### src/common/chan_cfg_pkg.sv
// Constants, field layouts and carrier types for one up-converter channel's
// filter control and slave update mask registers.
// Assumes a 16-bit host port and the device sample clock for all logic.
package chan_cfg_pkg;

    // ==========================================================
    // Host port
    localparam int          ADDR_W           = 8;
    localparam int          DATA_W           = 16;
    localparam logic [7:0]  ADDR_FILTER_CTRL = 8'h0D;
    localparam logic [7:0]  ADDR_UPDATE_MASK = 8'h0E;

    // ==========================================================
    // Filter control fields
    localparam int          FC_GAIN_PROFILE  = 15;
    localparam int          FC_CLEAR_PHASE   = 14;
    localparam int          FC_FM_IND_DIS    = 13;
    localparam int          FC_FIXED_INT     = 12;
    localparam int          FC_PHASE_HI      = 11;
    localparam int          FC_PHASE_LO      = 10;
    localparam int          FC_HALF_BAND     = 9;
    localparam int          FC_COEF_SWITCH   = 8;
    localparam int          FC_SPAN_HI       = 7;
    localparam int          FC_SPAN_LO       = 4;
    localparam int          FC_MOD_HI        = 3;
    localparam int          FC_MOD_LO        = 2;
    localparam int          FC_INTERP_HI     = 1;
    localparam int          FC_INTERP_LO     = 0;
    localparam logic [15:0] FC_RESET         = 16'h0000;

    // ==========================================================
    // Update mask fields: groups 0..4 sit at bits 6..10
    localparam int          NUM_GROUPS       = 5;
    localparam int          MASK_GROUP_LO    = 6;
    localparam int          MASK_PN          = 15;
    localparam int          GRP_CARRIER_FREQ = 0;
    localparam int          GRP_CARRIER_PH   = 1;
    localparam int          GRP_GAIN         = 2;
    localparam int          GRP_FILTER_CTRL  = 3;
    localparam int          GRP_SERIAL_CTRL  = 4;
    localparam logic [15:0] MASK_WRITABLE    = 16'h87C0;
    localparam logic [15:0] MASK_RESET       = 16'h0000;

    // ==========================================================
    // Timing and decode values
    localparam int          IMM_SYNC_CYCLES  = 4;
    localparam logic [4:0]  PHASES_4         = 5'h04;
    localparam logic [4:0]  PHASES_8         = 5'h08;
    localparam logic [4:0]  PHASES_16        = 5'h10;
    localparam logic [4:0]  PHASES_NONE      = 5'h00;

    typedef enum logic [1:0] {
        MOD_VECTOR  = 2'b00,
        MOD_FM_POST = 2'b01,
        MOD_FM_PRE  = 2'b10,
        MOD_INVALID = 2'b11
    } mod_type_t;

    typedef struct packed {
        logic              wr;
        logic              rd;
        logic [ADDR_W-1:0] addr;
        logic [DATA_W-1:0] wdata;
    } host_req_t;

    typedef struct packed {
        logic       fm_mod_en;
        logic       fm_before_filter;
        logic       filter_before_fm;
        logic       q_filter_en;
        logic       q_fifo_en;
        logic       mod_invalid;
        logic       half_band_en;
        logic       coef_bank_sel;
        logic [4:0] span_taps;
        logic [4:0] coarse_phases;
        logic       phase_zero;
    } path_cfg_t;

endpackage

### src/rtl/channel_filter_control_update_mask.sv
// Filter control and slave update mask for one up-converter channel.
// Assumes host port strobes and update strobes are one-cycle pulses on sys_clk.
//
// How it works
// - Gain profiling set: gain slews on every transmit enable change.
// - Clear-phase set: immediate sample frequency update also clears phase.
// - FM indication disable withholds FM indication from serial block.
// - Fixed integer divider used only while its enable bit is set.
// - Phase offset field shifts NCO phase in quarter-turn steps.
// - Half-band filter bypassed at 0, the default; in path at 1.
// - Coefficient switch selects second coefficient set.
// - Modulation code: 00 vector, 01 FM post, 10 FM pre, 11 invalid.
// - FM post mode uses both I and Q shaping filters.
// - FM pre mode uses only the I shaping filter.
// - Interpolation code gives 4, 8, 16 phases; 00 zeroes phase.
// - Vector path: FIFO, shaping filter, interpolating filter.
// - FM post path: FIFO, FM modulator, shaping, interpolating filter.
// - FM pre path: FIFO, shaping, FM modulator, interpolating filter.
// - Q input FIFO unused in either Internal_freq_mod_indication.
// - Channel 0 update strobe and PN mask bit reset noise source.
// - Mask bits 10 to 6 each allow or block their slave reload.
// - Mask governs reloads on hardware or software update strobes.
// - Immediate option: writes reload directly, ignore mask, four clocks.
`timescale 1ns/1ps

module channel_filter_control_update_mask
    import chan_cfg_pkg::*;
#(
    parameter int PHASE_W = 32
) (
    input  wire logic                      sys_clk,
    input  wire logic                      rst,
    input  wire chan_cfg_pkg::host_req_t   host_req,
    input  wire logic                      hardware_update_strobe,
    input  wire logic                      ch0_hardware_update_strobe,
    input  wire logic                      software_update_strobe,
    input  wire logic                      immediate_update_en,
    input  wire logic [chan_cfg_pkg::NUM_GROUPS-1:0] master_written,
    input  wire logic                      sample_freq_immediate_load,
    input  wire logic                      tx_enable,
    output logic [chan_cfg_pkg::DATA_W-1:0] host_rdata,
    output logic                           host_rvalid,
    output logic [chan_cfg_pkg::NUM_GROUPS-1:0] slave_reload,
    output logic                           pseudo_noise_source_reset,
    output logic                           gain_slew_start,
    output logic                           sample_phase_clear,
    output logic                           internal_freq_mod_indication,
    output logic                           fixed_int_div_en,
    output logic [PHASE_W-1:0]             nco_phase_offset,
    output chan_cfg_pkg::path_cfg_t        path_cfg
);
    import chan_cfg_pkg::*;

    // ==========================================================
    // Master registers written by the host
    logic [DATA_W-1:0] filter_ctrl;
    logic [DATA_W-1:0] update_mask;
    logic [DATA_W-1:0] filter_ctrl_active;
    logic              wr_filter;
    logic              wr_mask;

    assign wr_filter = host_req.wr && (host_req.addr == ADDR_FILTER_CTRL);
    assign wr_mask   = host_req.wr && (host_req.addr == ADDR_UPDATE_MASK);

    always_ff @(posedge sys_clk) begin
        if (rst) begin
            filter_ctrl <= FC_RESET;
        end else if (wr_filter) begin
            filter_ctrl <= host_req.wdata;
        end
    end

    // Reserved mask bits are never stored, so they cannot steer a reload
    always_ff @(posedge sys_clk) begin
        if (rst) begin
            update_mask <= MASK_RESET;
        end else if (wr_mask) begin
            update_mask <= host_req.wdata & MASK_WRITABLE;
        end
    end

    always_ff @(posedge sys_clk) begin
        if (rst) begin
            host_rdata  <= '0;
            host_rvalid <= 1'b0;
        end else begin
            host_rvalid <= host_req.rd;
            if (host_req.rd && host_req.addr == ADDR_FILTER_CTRL) begin
                host_rdata <= filter_ctrl;
            end else if (host_req.rd && host_req.addr == ADDR_UPDATE_MASK) begin
                host_rdata <= update_mask;
            end else begin
                host_rdata <= '0;
            end
        end
    end

    // ==========================================================
    // Update steering
    // The immediate path waits out the synchroniser the slave side needs,
    // so a bypass load lands four clocks after the write.
    logic [NUM_GROUPS-1:0] written_now;
    logic [NUM_GROUPS-1:0] imm_pipe [IMM_SYNC_CYCLES-1];
    logic [NUM_GROUPS-1:0] next_reload;
    logic                  update_any;

    assign update_any  = hardware_update_strobe || software_update_strobe;
    assign written_now = master_written | (NUM_GROUPS'(wr_filter) << GRP_FILTER_CTRL);

    always_ff @(posedge sys_clk) begin
        if (rst) begin
            for (int s = 0; s < IMM_SYNC_CYCLES - 1; s++) begin
                imm_pipe[s] <= '0;
            end
        end else begin
            imm_pipe[0] <= immediate_update_en ? written_now : '0;
            for (int s = 1; s < IMM_SYNC_CYCLES - 1; s++) begin
                imm_pipe[s] <= imm_pipe[s-1];
            end
        end
    end

    for (genvar g = 0; g < NUM_GROUPS; g++) begin : g_reload
        assign next_reload[g] = (update_any && update_mask[MASK_GROUP_LO + g])
                              || imm_pipe[IMM_SYNC_CYCLES-2][g];
    end

    always_ff @(posedge sys_clk) begin
        if (rst) begin
            slave_reload <= '0;
        end else begin
            slave_reload <= next_reload;
        end
    end

    always_ff @(posedge sys_clk) begin
        if (rst) begin
            pseudo_noise_source_reset <= 1'b0;
        end else begin
            pseudo_noise_source_reset <= ch0_hardware_update_strobe
                                         && update_mask[MASK_PN];
        end
    end

    // ==========================================================
    // Filter control slave: the copy the data path really runs from
    always_ff @(posedge sys_clk) begin
        if (rst) begin
            filter_ctrl_active <= FC_RESET;
        end else if (next_reload[GRP_FILTER_CTRL]) begin
            filter_ctrl_active <= filter_ctrl;
        end
    end

    // ==========================================================
    // Decode of the active filter control word
    mod_type_t mod_type;
    logic      tx_enable_d;
    path_cfg_t next_path;

    assign mod_type = mod_type_t'(filter_ctrl_active[FC_MOD_HI:FC_MOD_LO]);

    always_comb begin
        next_path               = '0;
        next_path.half_band_en  = filter_ctrl_active[FC_HALF_BAND];
        next_path.coef_bank_sel = filter_ctrl_active[FC_COEF_SWITCH];
        // Span is trusted as programmed; values below 3 are the host's fault
        next_path.span_taps     = {1'b0, filter_ctrl_active[FC_SPAN_HI:FC_SPAN_LO]}
                                  + 5'h01;
        case (mod_type)
            MOD_VECTOR: begin
                next_path.q_filter_en = 1'b1;
                next_path.q_fifo_en   = 1'b1;
            end
            MOD_FM_POST: begin
                next_path.fm_mod_en        = 1'b1;
                next_path.fm_before_filter = 1'b1;
                next_path.q_filter_en      = 1'b1;
            end
            MOD_FM_PRE: begin
                next_path.fm_mod_en        = 1'b1;
                next_path.filter_before_fm = 1'b1;
                next_path.q_filter_en      = 1'b0;
            end
            default: begin
                next_path.mod_invalid = 1'b1;
            end
        endcase
        case (filter_ctrl_active[FC_INTERP_HI:FC_INTERP_LO])
            2'h1: next_path.coarse_phases = PHASES_4;
            2'h2: next_path.coarse_phases = PHASES_8;
            2'h3: next_path.coarse_phases = PHASES_16;
            default: begin
                next_path.coarse_phases = PHASES_NONE;
                next_path.phase_zero    = 1'b1;
            end
        endcase
    end

    always_ff @(posedge sys_clk) begin
        if (rst) begin
            path_cfg <= '0;
        end else begin
            path_cfg <= next_path;
        end
    end

    always_ff @(posedge sys_clk) begin
        if (rst) begin
            internal_freq_mod_indication <= 1'b0;
            fixed_int_div_en             <= 1'b0;
            nco_phase_offset             <= '0;
        end else begin
            internal_freq_mod_indication <= next_path.fm_mod_en
                                            && !filter_ctrl_active[FC_FM_IND_DIS];
            fixed_int_div_en <= filter_ctrl_active[FC_FIXED_INT];
            // Quarter turns land in the top two bits of the accumulator
            nco_phase_offset <= {filter_ctrl_active[FC_PHASE_HI:FC_PHASE_LO],
                                 {(PHASE_W-2){1'b0}}};
        end
    end

    always_ff @(posedge sys_clk) begin
        if (rst) begin
            tx_enable_d       <= 1'b0;
            gain_slew_start   <= 1'b0;
            sample_phase_clear <= 1'b0;
        end else begin
            tx_enable_d       <= tx_enable;
            gain_slew_start   <= filter_ctrl_active[FC_GAIN_PROFILE]
                                 && (tx_enable != tx_enable_d);
            sample_phase_clear <= sample_freq_immediate_load
                                  && filter_ctrl_active[FC_CLEAR_PHASE];
        end
    end

    // ==========================================================
    // Checks
    a_pn_reset_gate: assert property (@(posedge sys_clk) disable iff (rst)
        ##1 (pseudo_noise_source_reset == $past(ch0_hardware_update_strobe && update_mask[MASK_PN])))
        else $error("noise source reset does not follow channel 0 strobe and mask");

    a_mask_allows_reload: assert property (@(posedge sys_clk) disable iff (rst)
        update_any && update_mask[MASK_GROUP_LO + GRP_GAIN] |=> slave_reload[GRP_GAIN])
        else $error("masked-in group did not reload on update");

    a_mask_blocks_reload: assert property (@(posedge sys_clk) disable iff (rst)
        (hardware_update_strobe || software_update_strobe) && !update_mask[MASK_GROUP_LO + GRP_FILTER_CTRL]
        && !immediate_update_en && $past(!immediate_update_en, 3) && $past(!immediate_update_en, 2)
        && $past(!immediate_update_en, 1)
        |=> !slave_reload[GRP_FILTER_CTRL])
        else $error("masked-out group reloaded on update");

    a_immediate_four_clk: assert property (@(posedge sys_clk) disable iff (rst)
        immediate_update_en && wr_filter |-> ##4 slave_reload[GRP_FILTER_CTRL]
        ##1 (filter_ctrl_active == $past(filter_ctrl)))
        else $error("immediate load not seen four clocks after write");

    a_fm_indication: assert property (@(posedge sys_clk) disable iff (rst)
        filter_ctrl_active[FC_FM_IND_DIS] |=> !internal_freq_mod_indication)
        else $error("FM indication passed while disabled");

    a_fm_q_fifo_off: assert property (@(posedge sys_clk) disable iff (rst)
        path_cfg.fm_mod_en |-> !path_cfg.q_fifo_en && !path_cfg.mod_invalid)
        else $error("Q FIFO in use during Internal_freq_mod_indication");

    a_fm_pre_i_only: assert property (@(posedge sys_clk) disable iff (rst)
        mod_type == MOD_FM_PRE |=> path_cfg.filter_before_fm && !path_cfg.q_filter_en)
        else $error("FM pre mode path wrong");

    a_interp_zero: assert property (@(posedge sys_clk) disable iff (rst)
        !rst && filter_ctrl_active[FC_INTERP_HI:FC_INTERP_LO] == 2'h0
        |=> path_cfg.phase_zero && path_cfg.coarse_phases == PHASES_NONE)
        else $error("interpolation code 00 did not zero phase");

    a_phase_clear: assert property (@(posedge sys_clk) disable iff (rst)
        ##1 (sample_phase_clear == $past(sample_freq_immediate_load
                                         && filter_ctrl_active[FC_CLEAR_PHASE])))
        else $error("sample phase clear mismatch");

    a_gain_slew: assert property (@(posedge sys_clk) disable iff (rst)
        !rst && $changed(tx_enable) && filter_ctrl_active[FC_GAIN_PROFILE] |=> gain_slew_start)
        else $error("gain slew missing on transmit enable change");

    a_mask_reserved: assert property (@(posedge sys_clk) disable iff (rst)
        host_req.rd && host_req.addr == ADDR_UPDATE_MASK |=> host_rdata[14:11] == 4'h0)
        else $error("reserved mask bits read non-zero");

    // Decode checks skip the release edge, where the outputs still hold reset
    a_gain_slew_quiet: assert property (@(posedge sys_clk) disable iff (rst)
        !rst && !filter_ctrl_active[FC_GAIN_PROFILE] |=> !gain_slew_start)
        else $error("gain slew started with profiling off");

    a_fixed_int_follow: assert property (@(posedge sys_clk) disable iff (rst)
        ##1 (fixed_int_div_en == $past(filter_ctrl_active[FC_FIXED_INT])))
        else $error("fixed integer divider enable does not follow its bit");

    a_phase_offset_top: assert property (@(posedge sys_clk) disable iff (rst)
        !rst |=> nco_phase_offset[PHASE_W-3:0] == '0
        && nco_phase_offset[PHASE_W-1:PHASE_W-2] == $past(filter_ctrl_active[11:10]))
        else $error("phase offset not in quarter-turn steps");

    a_half_band_sel: assert property (@(posedge sys_clk) disable iff (rst)
        ##1 (path_cfg.half_band_en == $past(filter_ctrl_active[FC_HALF_BAND])))
        else $error("half-band selection does not follow its bit");

    a_coef_bank_sel: assert property (@(posedge sys_clk) disable iff (rst)
        ##1 (path_cfg.coef_bank_sel == $past(filter_ctrl_active[FC_COEF_SWITCH])))
        else $error("coefficient set does not follow its bit");

    a_mod_invalid_code: assert property (@(posedge sys_clk) disable iff (rst)
        !rst && mod_type == MOD_INVALID |=> path_cfg.mod_invalid && !path_cfg.fm_mod_en)
        else $error("invalid modulation code not flagged");

    a_fm_post_both: assert property (@(posedge sys_clk) disable iff (rst)
        !rst && mod_type == MOD_FM_POST |=> path_cfg.q_filter_en)
        else $error("FM post mode lost the Q shaping filter");

    a_interp_sixteen: assert property (@(posedge sys_clk) disable iff (rst)
        !rst && filter_ctrl_active[FC_INTERP_HI:FC_INTERP_LO] == 2'h3
        |=> path_cfg.coarse_phases == PHASES_16 && !path_cfg.phase_zero)
        else $error("interpolation code 11 not sixteen phases");

    a_vector_path_order: assert property (@(posedge sys_clk) disable iff (rst)
        !rst && mod_type == MOD_VECTOR |=> path_cfg.q_fifo_en && !path_cfg.fm_mod_en)
        else $error("vector mode path wrong");

    a_fm_post_order: assert property (@(posedge sys_clk) disable iff (rst)
        !rst && mod_type == MOD_FM_POST |=> path_cfg.fm_before_filter
        && !path_cfg.filter_before_fm && path_cfg.fm_mod_en)
        else $error("FM post mode order wrong");

    a_fm_pre_order: assert property (@(posedge sys_clk) disable iff (rst)
        !rst && mod_type == MOD_FM_PRE |=> path_cfg.fm_mod_en && !path_cfg.fm_before_filter)
        else $error("FM pre mode order wrong");

    a_active_copy_load: assert property (@(posedge sys_clk) disable iff (rst)
        !rst && next_reload[GRP_FILTER_CTRL] |=> filter_ctrl_active == $past(filter_ctrl))
        else $error("filter control slave not loaded from master");

endmodule

### config.mk
export PLATFORM = sky130hd
export DESIGN_NAME = channel_filter_control_update_mask
export DESIGN_NICKNAME = d
export VERILOG_FILES = /design/src/common/chan_cfg_pkg.sv /design/src/rtl/channel_filter_control_update_mask.sv
export SDC_FILE = /design/constraint.sdc
export NUM_CORES = 1
export LEC_CHECK = 0
export ABC_AREA = 0
export BUFFER_PORTS_ARGS = -buffer_cell sky130_fd_sc_hd__buf_2
export CORE_MARGIN = 5
export CORE_UTILIZATION = 54
export DETAILED_ROUTE_END_ITERATION = 10
export HOLD_SLACK_MARGIN = 0.1
export PLACE_DENSITY_LB_ADDON = 0.25
export SKIP_CTS_REPAIR_TIMING = 1
export SYNTH_ARGS = -nofsm -noshare
export SYNTH_HDL_FRONTEND = slang
export SYNTH_SLANG_ARGS = --single-unit
### constraint.sdc
create_clock -name sys_clk -period 2 [get_ports sys_clk]
set_input_delay 0.3 -clock sys_clk [delete_from_list [all_inputs] [get_ports sys_clk]]
set_output_delay 0.3 -clock sys_clk [all_outputs]
set_load 0.01 [all_outputs]
==> metrics.md, run 1 <==
| Metric | Value |
|---|---|
| Clock sink count | 100 |
| # IOs | 117 |
| CTS root buf | clkbuf_8 |
| Pins over their slew limit | 0 |
| Area of the die | 0.008589 sq mm |
| Largest net degree at the start of global routing | 93 |
| Final ANT Viol Nets | 0 |
| Relative slew margins | 65.17% |
| Highest Signal Layer | met4 |
| Share of cells above drive strength 1 | 24.77% |
| WP data required | 2.27 ns |
| Hold Vio Cnt, Final | 0 |
| Routed len/inst | 13.22 microns |
| HP Class | in2reg |
| Row Count | 30 |
| CP endpoint kind | flop |
| Fin Clk Skew | 0.007809 ns |
| Crit path DAT | 1.58 ns |
| Met1 Wirelength | 3.025 mm |
| TNS Setup | 0 ns |
| Max incr delay on CP | 0.49 ns |
| VDD IR max | 0.5251 mV |
| First-pass GRT wire length | 11.03 mm |
| Cell variety after synth | 33 |
| Met3 wire length | 455 microns |
| Slew @ Worst Pin | 0.5225 ns |
| FF+latch count, synth | 100 |
| Non-filler cells, final | 524 |
| Mapped Area | 0.003691 sq mm |
| Commonest non-fill, non-tap cell in the layout | dfxtp_1 |
| Via count | 2508 |
| Core Util, Final | 62.94% |
| Maximum clock rate | 761.8 MHz |
| Num CTS Buffers | 9 |
| Power, Total | 3.421 mW |
| Maximum buffer depth of the clock tree | 2 |
| Synth area leaders | dfxtp_1 (54%), buf_4 (6.5%), nand2b_1 (6.4%), mux2i_1 (6.0%), nor2b_1 (4.6%) |
| Synth warn | 0 |
| All-layer global routing usage | 16.24% |
| Core footprint | 0.006719 sq mm |
| Die X-Extent | 92.68 microns |
| Final period util | 65.63% |
| Area share of the largest cell type after synthesis | 54.24% |
| Die H | 92.68 microns |
| H-tree depth | 3 |
| Status | finished, final reports clean |
| Starting DRC count in detailed routing | 89 |
| Vias per std cell | 4.786 |
| Routability Congestion | 0.7813 |
| Crit path launch type | flop |
| Cells after Synth | 359 |
| # diodes | 0 |
| Met2 WL | 3.326 mm |
| MaxCap Viol Count | 0 |
| Final setup vio count | 0 |
| Syn-to-layout area delta | 14.58% |
| Number of global-route vias before repair | 2426 |
| Minimum hold slack | 0.1498 ns |
| WL final | 6.926 mm |
| Nets | 483 |
| Synth area leader | dfxtp_1 |
| Post-synthesis sequential area ratio | 54.24% |
| PD cells | 809.0 mW/mm^2 |
| DP Cell Count | 508 |
| Most frequent cells in the layout | dfxtp_1 (100), buf_2 (84), nand2b_1 (38) |
| CTS tree | yes |
| WS Path Type | reg2reg |
| Initial antenna violation count | 0 |
| HPWL after DPL | 4.821 mm |
| Slowest cell on the critical path | o21a_1 |
| Average size of a mapped cell | 10.28 sq um |
| Crit path max fanout | 16 |
| Cell Chain, Critical Path | o21a_1 > o21ai_0 > a21oi_1 |
| Total gr overflow | 0 |
| Unrepaired setup endpoints after global routing | no |
| CP delay by family, top | compound AO/OA/AOI/OAI gates |
| Clock-pin slew on the worst setup and hold paths | 0.09 ns |
| Crit path buffers/inverters | 0 |
| DR DRC count | 0 |
| Final min period | 1.313 ns |
| Lkg Pwr | 1.866 nW |
| First-pass DRT Iterations | 5 |
| Starting Density | 54.93% |
| # port buffers | 84 |
| Clock Latency Late Sink | 0.34 ns |
-- routing by layer --
metal	track usage, %	up-vias
li1	-	1277
met1	20.08	1146
met2	27.01	74
met3	4.143	11
met4	6.593	0
met5	0	-
-- metrics by stage --
stage / instance area [sq um] / setup WS [ns]
global placement: 4035 / 0.5211
floorplan: 3807 / 0.6744
detailed placement: 4035 / 0.4790
global route: 4229 / 0.5578
finish: 4229 / 0.6873
CTS: 4229 / 0.6836
-- flip-flops by register name (all words and copies together), names as in the netlist, 2 cells and up --
signal,flops
filter_ctrl,16
nco_phase_offset,2
update_mask,6
filter_ctrl_active,16
path_cfg,17
host_rdata,16
imm_pipe,15
slave_reload,5
-- synthesized netlist by cell type (all sizes together) --
library cell,instances
buf,36
ha,5
inv,3
a21oi,21
clkbuf,15
mux2i,22
nor3b,3
and4b,1
xor2,1
and4,3
nand3,18
conb,1
nand4,2
nor3,1
dfxtp,100
o21a,2
nand2b,38
xnor2,2
and3b,2
nor2b,27
nor2,15
clkinv,1
or2,2
a22oi,6
o21ai,17
and2,14
and4bb,1
-- worst paths after layout --
path / slack, ns / depth (start not counted) / end / startpoint
setup reg to reg: 0.69 / 3 / filter_ctrl_active[6] / update_mask[9]
setup / recovery: 0.69 / 3 / filter_ctrl_active[6] / update_mask[9]
hold reg to reg: 0.44 / 1 / imm_pipe[0][7] / imm_pipe[0][2]
hold / removal: 0.15 / 2 / imm_pipe[0][2] / master_written[2]
-- cells by family (layout without fill, tap and decap cells) --
group                      after synthesis  after routing  share of synthesized area (%)
xor gates and xnor gates                 3              3                         0.7120
adders and majority gates                5              5                          1.695
buffers and inverters                   55            109                          9.695
DFF                                    100            100                          54.24
other                                    1             32                         0.1016
muxes                                   22             22                          5.966
and+or+nand+nor                        127            127                          20.71
AOI/OAI and AO/OA                       46             46                          6.881
-- report_power, final --
| part | switching, mW | total [mW] | internal (mW) | leakage (nW) |
|---|---|---|---|---|
| sequential | 0.00374 | 2.01 | 2.01 | 0.809 |
| clock | 0.638 | 1.25 | 0.613 | 0.100 |
| combinational | 0.0956 | 0.162 | 0.0661 | 0.957 |
-- final cells by class --
class | count | area, sq um
clock buffers | 12 | 145.1
flip-flops and latches | 100 | 2002
fillers | 549 | 2490
multi-input cells | 235 | 1448
repair buffers | 89 | 470.5
clock inverters | 4 | 48.80
inverters | 4 | 15.01
well taps | 80 | 100.1
Power figures use the tool's default switching activity.
==> run 2, diff against run 1 <==
Settings changed: CORE_UTILIZATION 54 to 50.
Clock period 2 ns to 1.3 ns, I/O delays scaled along.
==> metrics.md, run 2 (same netlist as run 1, synthesis figures left out) <==
| Metric | Value |
|---|---|
| Clock sink count | 100 (unchanged) |
| Sw Share | 23.09% (+1.5 points) |
| Critical R2R Capture | path_cfg[15] |
| Most frequent cells in the layout | dfxtp_1 (100), buf_2 (84), nand2b_1 (38) |
| Clk pwr share | 34.5% (-2.1 points) |
| Most flops, register | path_cfg |
| CTS root buf | clkbuf_8 |
| Crit path launch type | flop |
| Routed len/inst | 12.68 microns (-4.1%) |
| Commonest non-fill, non-tap cell in the layout | dfxtp_1 |
| Die H | 95.92 microns (+3.5%) |
| Status | finished, final reports clean |
| # diodes | 0 (unchanged) |
| Number of global-route vias before repair | 2441 (+0.62%) |
| WL final | 7.152 mm (+3.3%) |
| Lkg Pwr | 1.952 nW (+4.6%) |
| DR DRC count | 0 (unchanged) |
| Largest net degree at the start of global routing | 63 (-32%) |
| Total gr overflow | 0 (unchanged) |
| Via count | 2553 (+1.8%) |
| CP endpoint kind | flop |
| Num CTS Buffers | 9 (unchanged) |
| Starting Density | 51.16% (-3.8 points) |
| Share of power burned in registers | 59.8% (+1.1 points) |
| HPWL after DPL | 5.022 mm (+4.2%) |
| Nets | 504 (+4.3%) |
| CTS tree | yes |
| HP Class | in2reg |
| Final ANT Viol Nets | 0 (unchanged) |
| Final min period | 1.171 ns (-0.1419 ns) |
| Post-route worst setup slack | 0.1292 ns (-0.5581 ns) |
| Reg-to-reg slack, setup | 0.13 ns (-0.56 ns) |
| Fin Clk Skew | 0.009696 ns (+0.001886 ns) |
| Final period util | 90.06% (+24 points) |
| PD cells | 1169 mW/mm^2 (+44%) |
| Max reg flops | 17 (unchanged) |
| R2r startpoint | filter_ctrl_active[3] |
| WS Path Type | reg2reg |
| Final setup vio count | 0 (unchanged) |
| First-pass DRT Iterations | 4 (-1) |
| Area of the die | 0.009201 sq mm (+7.1%) |
| Combinational share of power | 5.7% (+1.0 points) |
| Critical path capture point | path_cfg[15] |
| WP data required | 1.55 ns (-0.72 ns) |
| TNS Setup | 0 ns (unchanged) |
| Hold Vio Cnt, Final | 0 (unchanged) |
| Unrepaired setup endpoints after global routing | no |
| Crit path DAT | 1.42 ns (-0.16 ns) |
| First-pass GRT wire length | 11.13 mm (+0.93%) |
| Row Count | 31 (+3.3%) |
| Syn-to-layout area delta | 19.93% |
| Clock-pin slew on the worst setup and hold paths | 0.09 ns (about the same) |
| Sw Pwr | 1.195 mW (+62%) |
| H-tree depth | 3 (unchanged) |
| Die X-Extent | 95.92 microns (+3.5%) |
| Internal power | 3.979 mW (+48%) |
| Maximum clock rate | 854.1 MHz (+12%) |
| # IOs | 117 (unchanged) |
| Setup crit start | filter_ctrl_active[3] |
| Pins over their slew limit | 0 (unchanged) |
| Starting DRC count in detailed routing | 79 (-11%) |
| Share of cells above drive strength 1 | 25.81% (+1.0 points) |
| MaxCap Viol Count | 0 (unchanged) |
| # port buffers | 84 (unchanged) |
| Initial antenna violation count | 0 (unchanged) |
| Routability Congestion | 0.7657 (-2.0%) |
| Maximum buffer depth of the clock tree | 2 (unchanged) |
| Minimum hold slack | 0.1103 ns (-0.03949 ns) |
| VDD IR max | 0.7010 mV (+34%) |
| All-layer global routing usage | 15.65% (-0.58 points) |
| Clock Latency Late Sink | 0.35 ns (about the same) |
| Core footprint | 0.007214 sq mm (+7.4%) |
| Dpl ws | -0.08111 ns (-0.5602 ns) |
| Vias per std cell | 4.527 (-5.4%) |
| FF-to-FF path depth | 4 (+1) |
| Crit path max fanout | 4 (-12) |
==> run 2: changes by cell type in the layout (fill, tap and decap cells not counted), sizes merged <==
cell	before	now
dlygate4sd3	0	13
clkbuf	12	11
clkinv	4	3
buf	89	97
bufinv	1	0
clkinvlp	0	1
inv	3	5
==> run 2: area by class of cell <==
| type | count | area, sq um |
|---|---|---|
| Clock buffer | 11 | 141.4 |
| Sequential cell | 100 | 2002 |
| Clock inverter | 5 | 35.03 |
| Inverter | 4 | 15.01 |
| Timing Repair Buffer | 110 | 660.6 |
| Fill cell | 659 | 2788 |
| Tap cell | 99 | 123.9 |
| Multi-Input combinational cell | 235 | 1449 |
==> run 2: stage by stage <==
| step | std cells | power, mW | utilization [%] | area [sq um] |
|---|---|---|---|---|
| after CTS | 551 | 5.189 | 59.54 | 4295 |
| after global routing | 564 | 5.401 | 61.36 | 4427 |
| after global placement | 535 | 3.423 | 57.09 | 4119 |
| final | 564 | 5.174 | 61.36 | 4427 |
| after detailed placement | 535 | 3.425 | 57.09 | 4119 |
| after floorplan | 390 | 3.385 | - | 3807 |
==> run 2: power groups by stage <==
stage / sequential [mW] / clock [mW] / combinational [mW]
final: 3.09 / 1.79 / 0.295
after global routing: 3.10 / 1.98 / 0.324
after CTS: 3.09 / 1.84 / 0.262
after detailed placement: 3.16 / 0 / 0.261
after global placement: 3.16 / 0 / 0.259
after floorplan: 3.17 / 0 / 0.217
==> run 2: how the worst min path moves through the flow <==
stage	endpoint	from	cells after the start	slack, ns
after floorplan	host_rvalid	rst	1	0.29
after global placement	imm_pipe[0][4]	master_written[4]	2	0.39
after global routing	filter_ctrl[3]	host_req[3]	3	0.11
after detailed placement	imm_pipe[0][4]	master_written[4]	2	0.40
after CTS	imm_pipe[0][4]	master_written[4]	2	0.02
final	filter_ctrl[0]	host_req[0]	3	0.11
==> run 2: per-layer routing <==
layer  global-route usage [%]  share of wire [%]  routed length, microns
met1                    19.37                 43                    3075
met3                    3.831                6.3                     451
met4                    8.057                2.0                     141
met2                    25.25                 49                    3483
met5                        0                  0                       0
==> run 2: critical path, stage by stage, from the launching register on <==
cell and delay, ns:
dfxtp_1 0.39, inv_1 0.08, ha_1 0.18, nor2b_1 0.13, or2_2 0.29
==> run 3, diff against run 2 <==
Settings changed: ABC_AREA 0 to 1.
==> metrics.md, run 3 <==
| Metric | Value |
|---|---|
| First-pass GRT wire length | 10.98 mm (-1.3%) |
| HP Class | in2reg |
| Largest net degree at the start of global routing | 36 (-43%) |
| DR DRC count | 0 (unchanged) |
| Post-synthesis async set-or-reset flop share | 0% (unchanged) |
| WP data required | 1.59 ns (+0.04 ns) |
| Syn-to-layout area delta | 20.23% |
| # IOs | 117 (unchanged) |
| WS Path Type | reg2reg |
| # port buffers | 84 (unchanged) |
| Total gr overflow | 0 (unchanged) |
| Clock Latency Late Sink | 0.35 ns (about the same) |
| Vias per std cell | 4.265 (-5.8%) |
| Filler Cell Count | 663 (+0.61%) |
| Cell variety after synth | 24 (-27%) |
| Routability Congestion | 0.8329 (+8.8%) |
| First-pass DRT Iterations | 4 (unchanged) |
| Synth area leader | dfxtp_1 |
| Initial antenna violation count | 0 (unchanged) |
| Area of the die | 0.009094 sq mm (-1.2%) |
| Core footprint | 0.007176 sq mm (-0.54%) |
| Most flops, register | path_cfg |
| Mapped Area | 0.003643 sq mm (-1.3%) |
| Via count | 2785 (+9.1%) |
| Share of cells above drive strength 1 | 22.56% (-3.2 points) |
| MaxCap Viol Count | 0 (unchanged) |
| Synth area leaders | dfxtp_1 (55%), nor2_1 (9.6%), buf_4 (7.0%), nand2_1 (6.7%), inv_1 (6.2%) |
| Pins over their slew limit | 0 (unchanged) |
| Final setup vio count | 0 (unchanged) |
| Clock sink count | 100 (unchanged) |
| Status | finished, final reports clean |
| CTS tree | yes |
| Post-route worst setup slack | 0.2550 ns (+0.1258 ns) |
| Synth Flop Type | dfxtp_1 |
| CTS root buf | clkbuf_8 |
| TNS Setup | 0 ns (unchanged) |
| Commonest non-fill, non-tap cell in the layout | dfxtp_1 |
| VDD IR max | 0.6454 mV (-7.9%) |
| Die X-Extent | 95.37 microns (-0.58%) |
| PD cells | 1179 mW/mm^2 (+0.86%) |
| Average size of a mapped cell | 8.169 sq um (-21%) |
| Dpl ws | 0.1167 ns (+0.1978 ns) |
| Starting Density | 50.78% (-0.39 points) |
| WL final | 7.179 mm (+0.38%) |
| Starting DRC count in detailed routing | 91 (+15%) |
| Clock-pin slew on the worst setup and hold paths | 0.10 ns (about the same) |
| Post-synthesis sequential area ratio | 54.95% (+0.71 points) |
| Final ANT Viol Nets | 0 (unchanged) |
| Area share of the largest cell type after synthesis | 54.95% (+0.71 points) |
| Nets | 593 (+18%) |
| Fin Clk Skew | 0.009626 ns (-0.00006972 ns) |
| Crit path DAT | 1.33 ns (-0.09 ns) |
| Placed Instance Area | 0.004061 sq mm (-1.4%) |
| CP endpoint kind | flop |
| Fin area | 0.004380 sq mm (-1.0%) |
| Unrepaired setup endpoints after global routing | no |
| Max reg flops | 17 (unchanged) |
| Most frequent cells in the layout | dfxtp_1 (100), nor2_1 (93), buf_2 (84) |
| Hold Vio Cnt, Final | 0 (unchanged) |
| Final min period | 1.045 ns (-0.1258 ns) |
| Num CTS Buffers | 9 (unchanged) |
| Cells after Synth | 446 (+24%) |
| Routed len/inst | 10.99 microns (-13%) |
| # diodes | 0 (unchanged) |
| Synth warn | 0 (unchanged) |
| Number of global-route vias before repair | 2462 (+0.86%) |
| HPWL after DPL | 5.158 mm (+2.7%) |
| FF+latch count, synth | 100 (unchanged) |
| Crit path launch type | flop |
| Maximum clock rate | 957.0 MHz (+12%) |
| Maximum buffer depth of the clock tree | 2 (unchanged) |
| Die H | 95.37 microns (-0.58%) |
| H-tree depth | 3 (unchanged) |
| Final period util | 80.38% (-9.7 points) |
| Post-synth EDFFs | 0 (unchanged) |
| Power, Total | 5.164 mW (-0.19%) |
| Crit path max fanout | 32 (+28) |
| Top cells by count, synth | dfxtp_1 (100), nor2_1 (93), nand2_1 (65), inv_1 (60), buf_4 (34) |
| Minimum hold slack | 0.06356 ns (-0.04679 ns) |
| Most common cell in the synthesized netlist | dfxtp_1 |
| Row Count | 31 (unchanged) |
| All-layer global routing usage | 15.82% (+0.16 points) |
| Lkg Pwr | 2.258 nW (+16%) |
[run 3: cell types whose count changed in the layout (fill, tap and decap cells not counted), moves of 22 or more]
| cell | delta |
|---|---|
| nor2_1 | +78 |
| nand2_1 | +65 |
| inv_1 | +57 |
| nand2b_1 | -38 |
| nor2b_1 | -27 |
| mux2i_1 | -22 |
[run 3: path summary, 6_finish.rpt]
kind / start / end / cells past startpoint / slack (ns)
max reg2reg: update_mask[9] / filter_ctrl_active[0] / 5 / 0.26
min: host_req[2] / filter_ctrl[2] / 3 / 0.06
max: update_mask[9] / filter_ctrl_active[0] / 5 / 0.26
min reg2reg: imm_pipe[0][1] / imm_pipe[0][6] / 2 / 0.40
[run 3: per-layer routing]
layer / track usage [%] / vias to the layer above / routed length [microns]
met4: 5.769 / 0 / 109
met2: 26.71 / 87 / 3361
met5: 0 / - / 0
li1: - / 1475 / -
met1: 18.94 / 1217 / 3142
met3: 4.815 / 6 / 566
[run 3: cell type report]
| class | count | area (sq um) | share of cell area [%] |
|---|---|---|---|
| flip-flops and latches | 100 | 2002 | 45.70 |
| clock buffers | 10 | 127.6 | 2.913 |
| inverters | 66 | 247.7 | 5.656 |
| clock inverters | 6 | 41.29 | 0.9426 |
| multi-input cells | 264 | 1175 | 26.82 |
| well taps | 99 | 123.9 | 2.828 |
| repair buffers | 108 | 663.1 | 15.14 |
[run 3: through the flow]
| stage | util [%] | instances |
|---|---|---|
| 6_report | 61.05 | 653 |
| 5_1_grt | 61.05 | 653 |
| 4_1_cts | 58.95 | 638 |
| 3_5_place_dp | 56.60 | 622 |
| 3_3_place_gp | 56.60 | 622 |
| 2_1_floorplan | - | 477 |
[run 3: cell families after synthesis]
logic type,after synthesis,synth area share [%]
buffers and inverters,113,16.00
adders and majority gates,5,1.717
AOI/OAI and AO/OA,40,5.563
other,1,0.1029
and+or+nand+nor,187,21.67
DFF,100,54.95
[run 3: where the power goes]
part | internal (mW) | switching, mW
clock | 0.693 | 1.03
sequential | 3.11 | 0.0168
combinational | 0.129 | 0.191
total | 3.93 | 1.23
[run 3: worst max-delay path, stage by stage (launching register included)]
cell	delay, ns
dfxtp_1	0.40
nand2_1	0.09
nand2_2	0.08
buf_12	0.18
nand2_1	0.10
a22oi_1	0.14
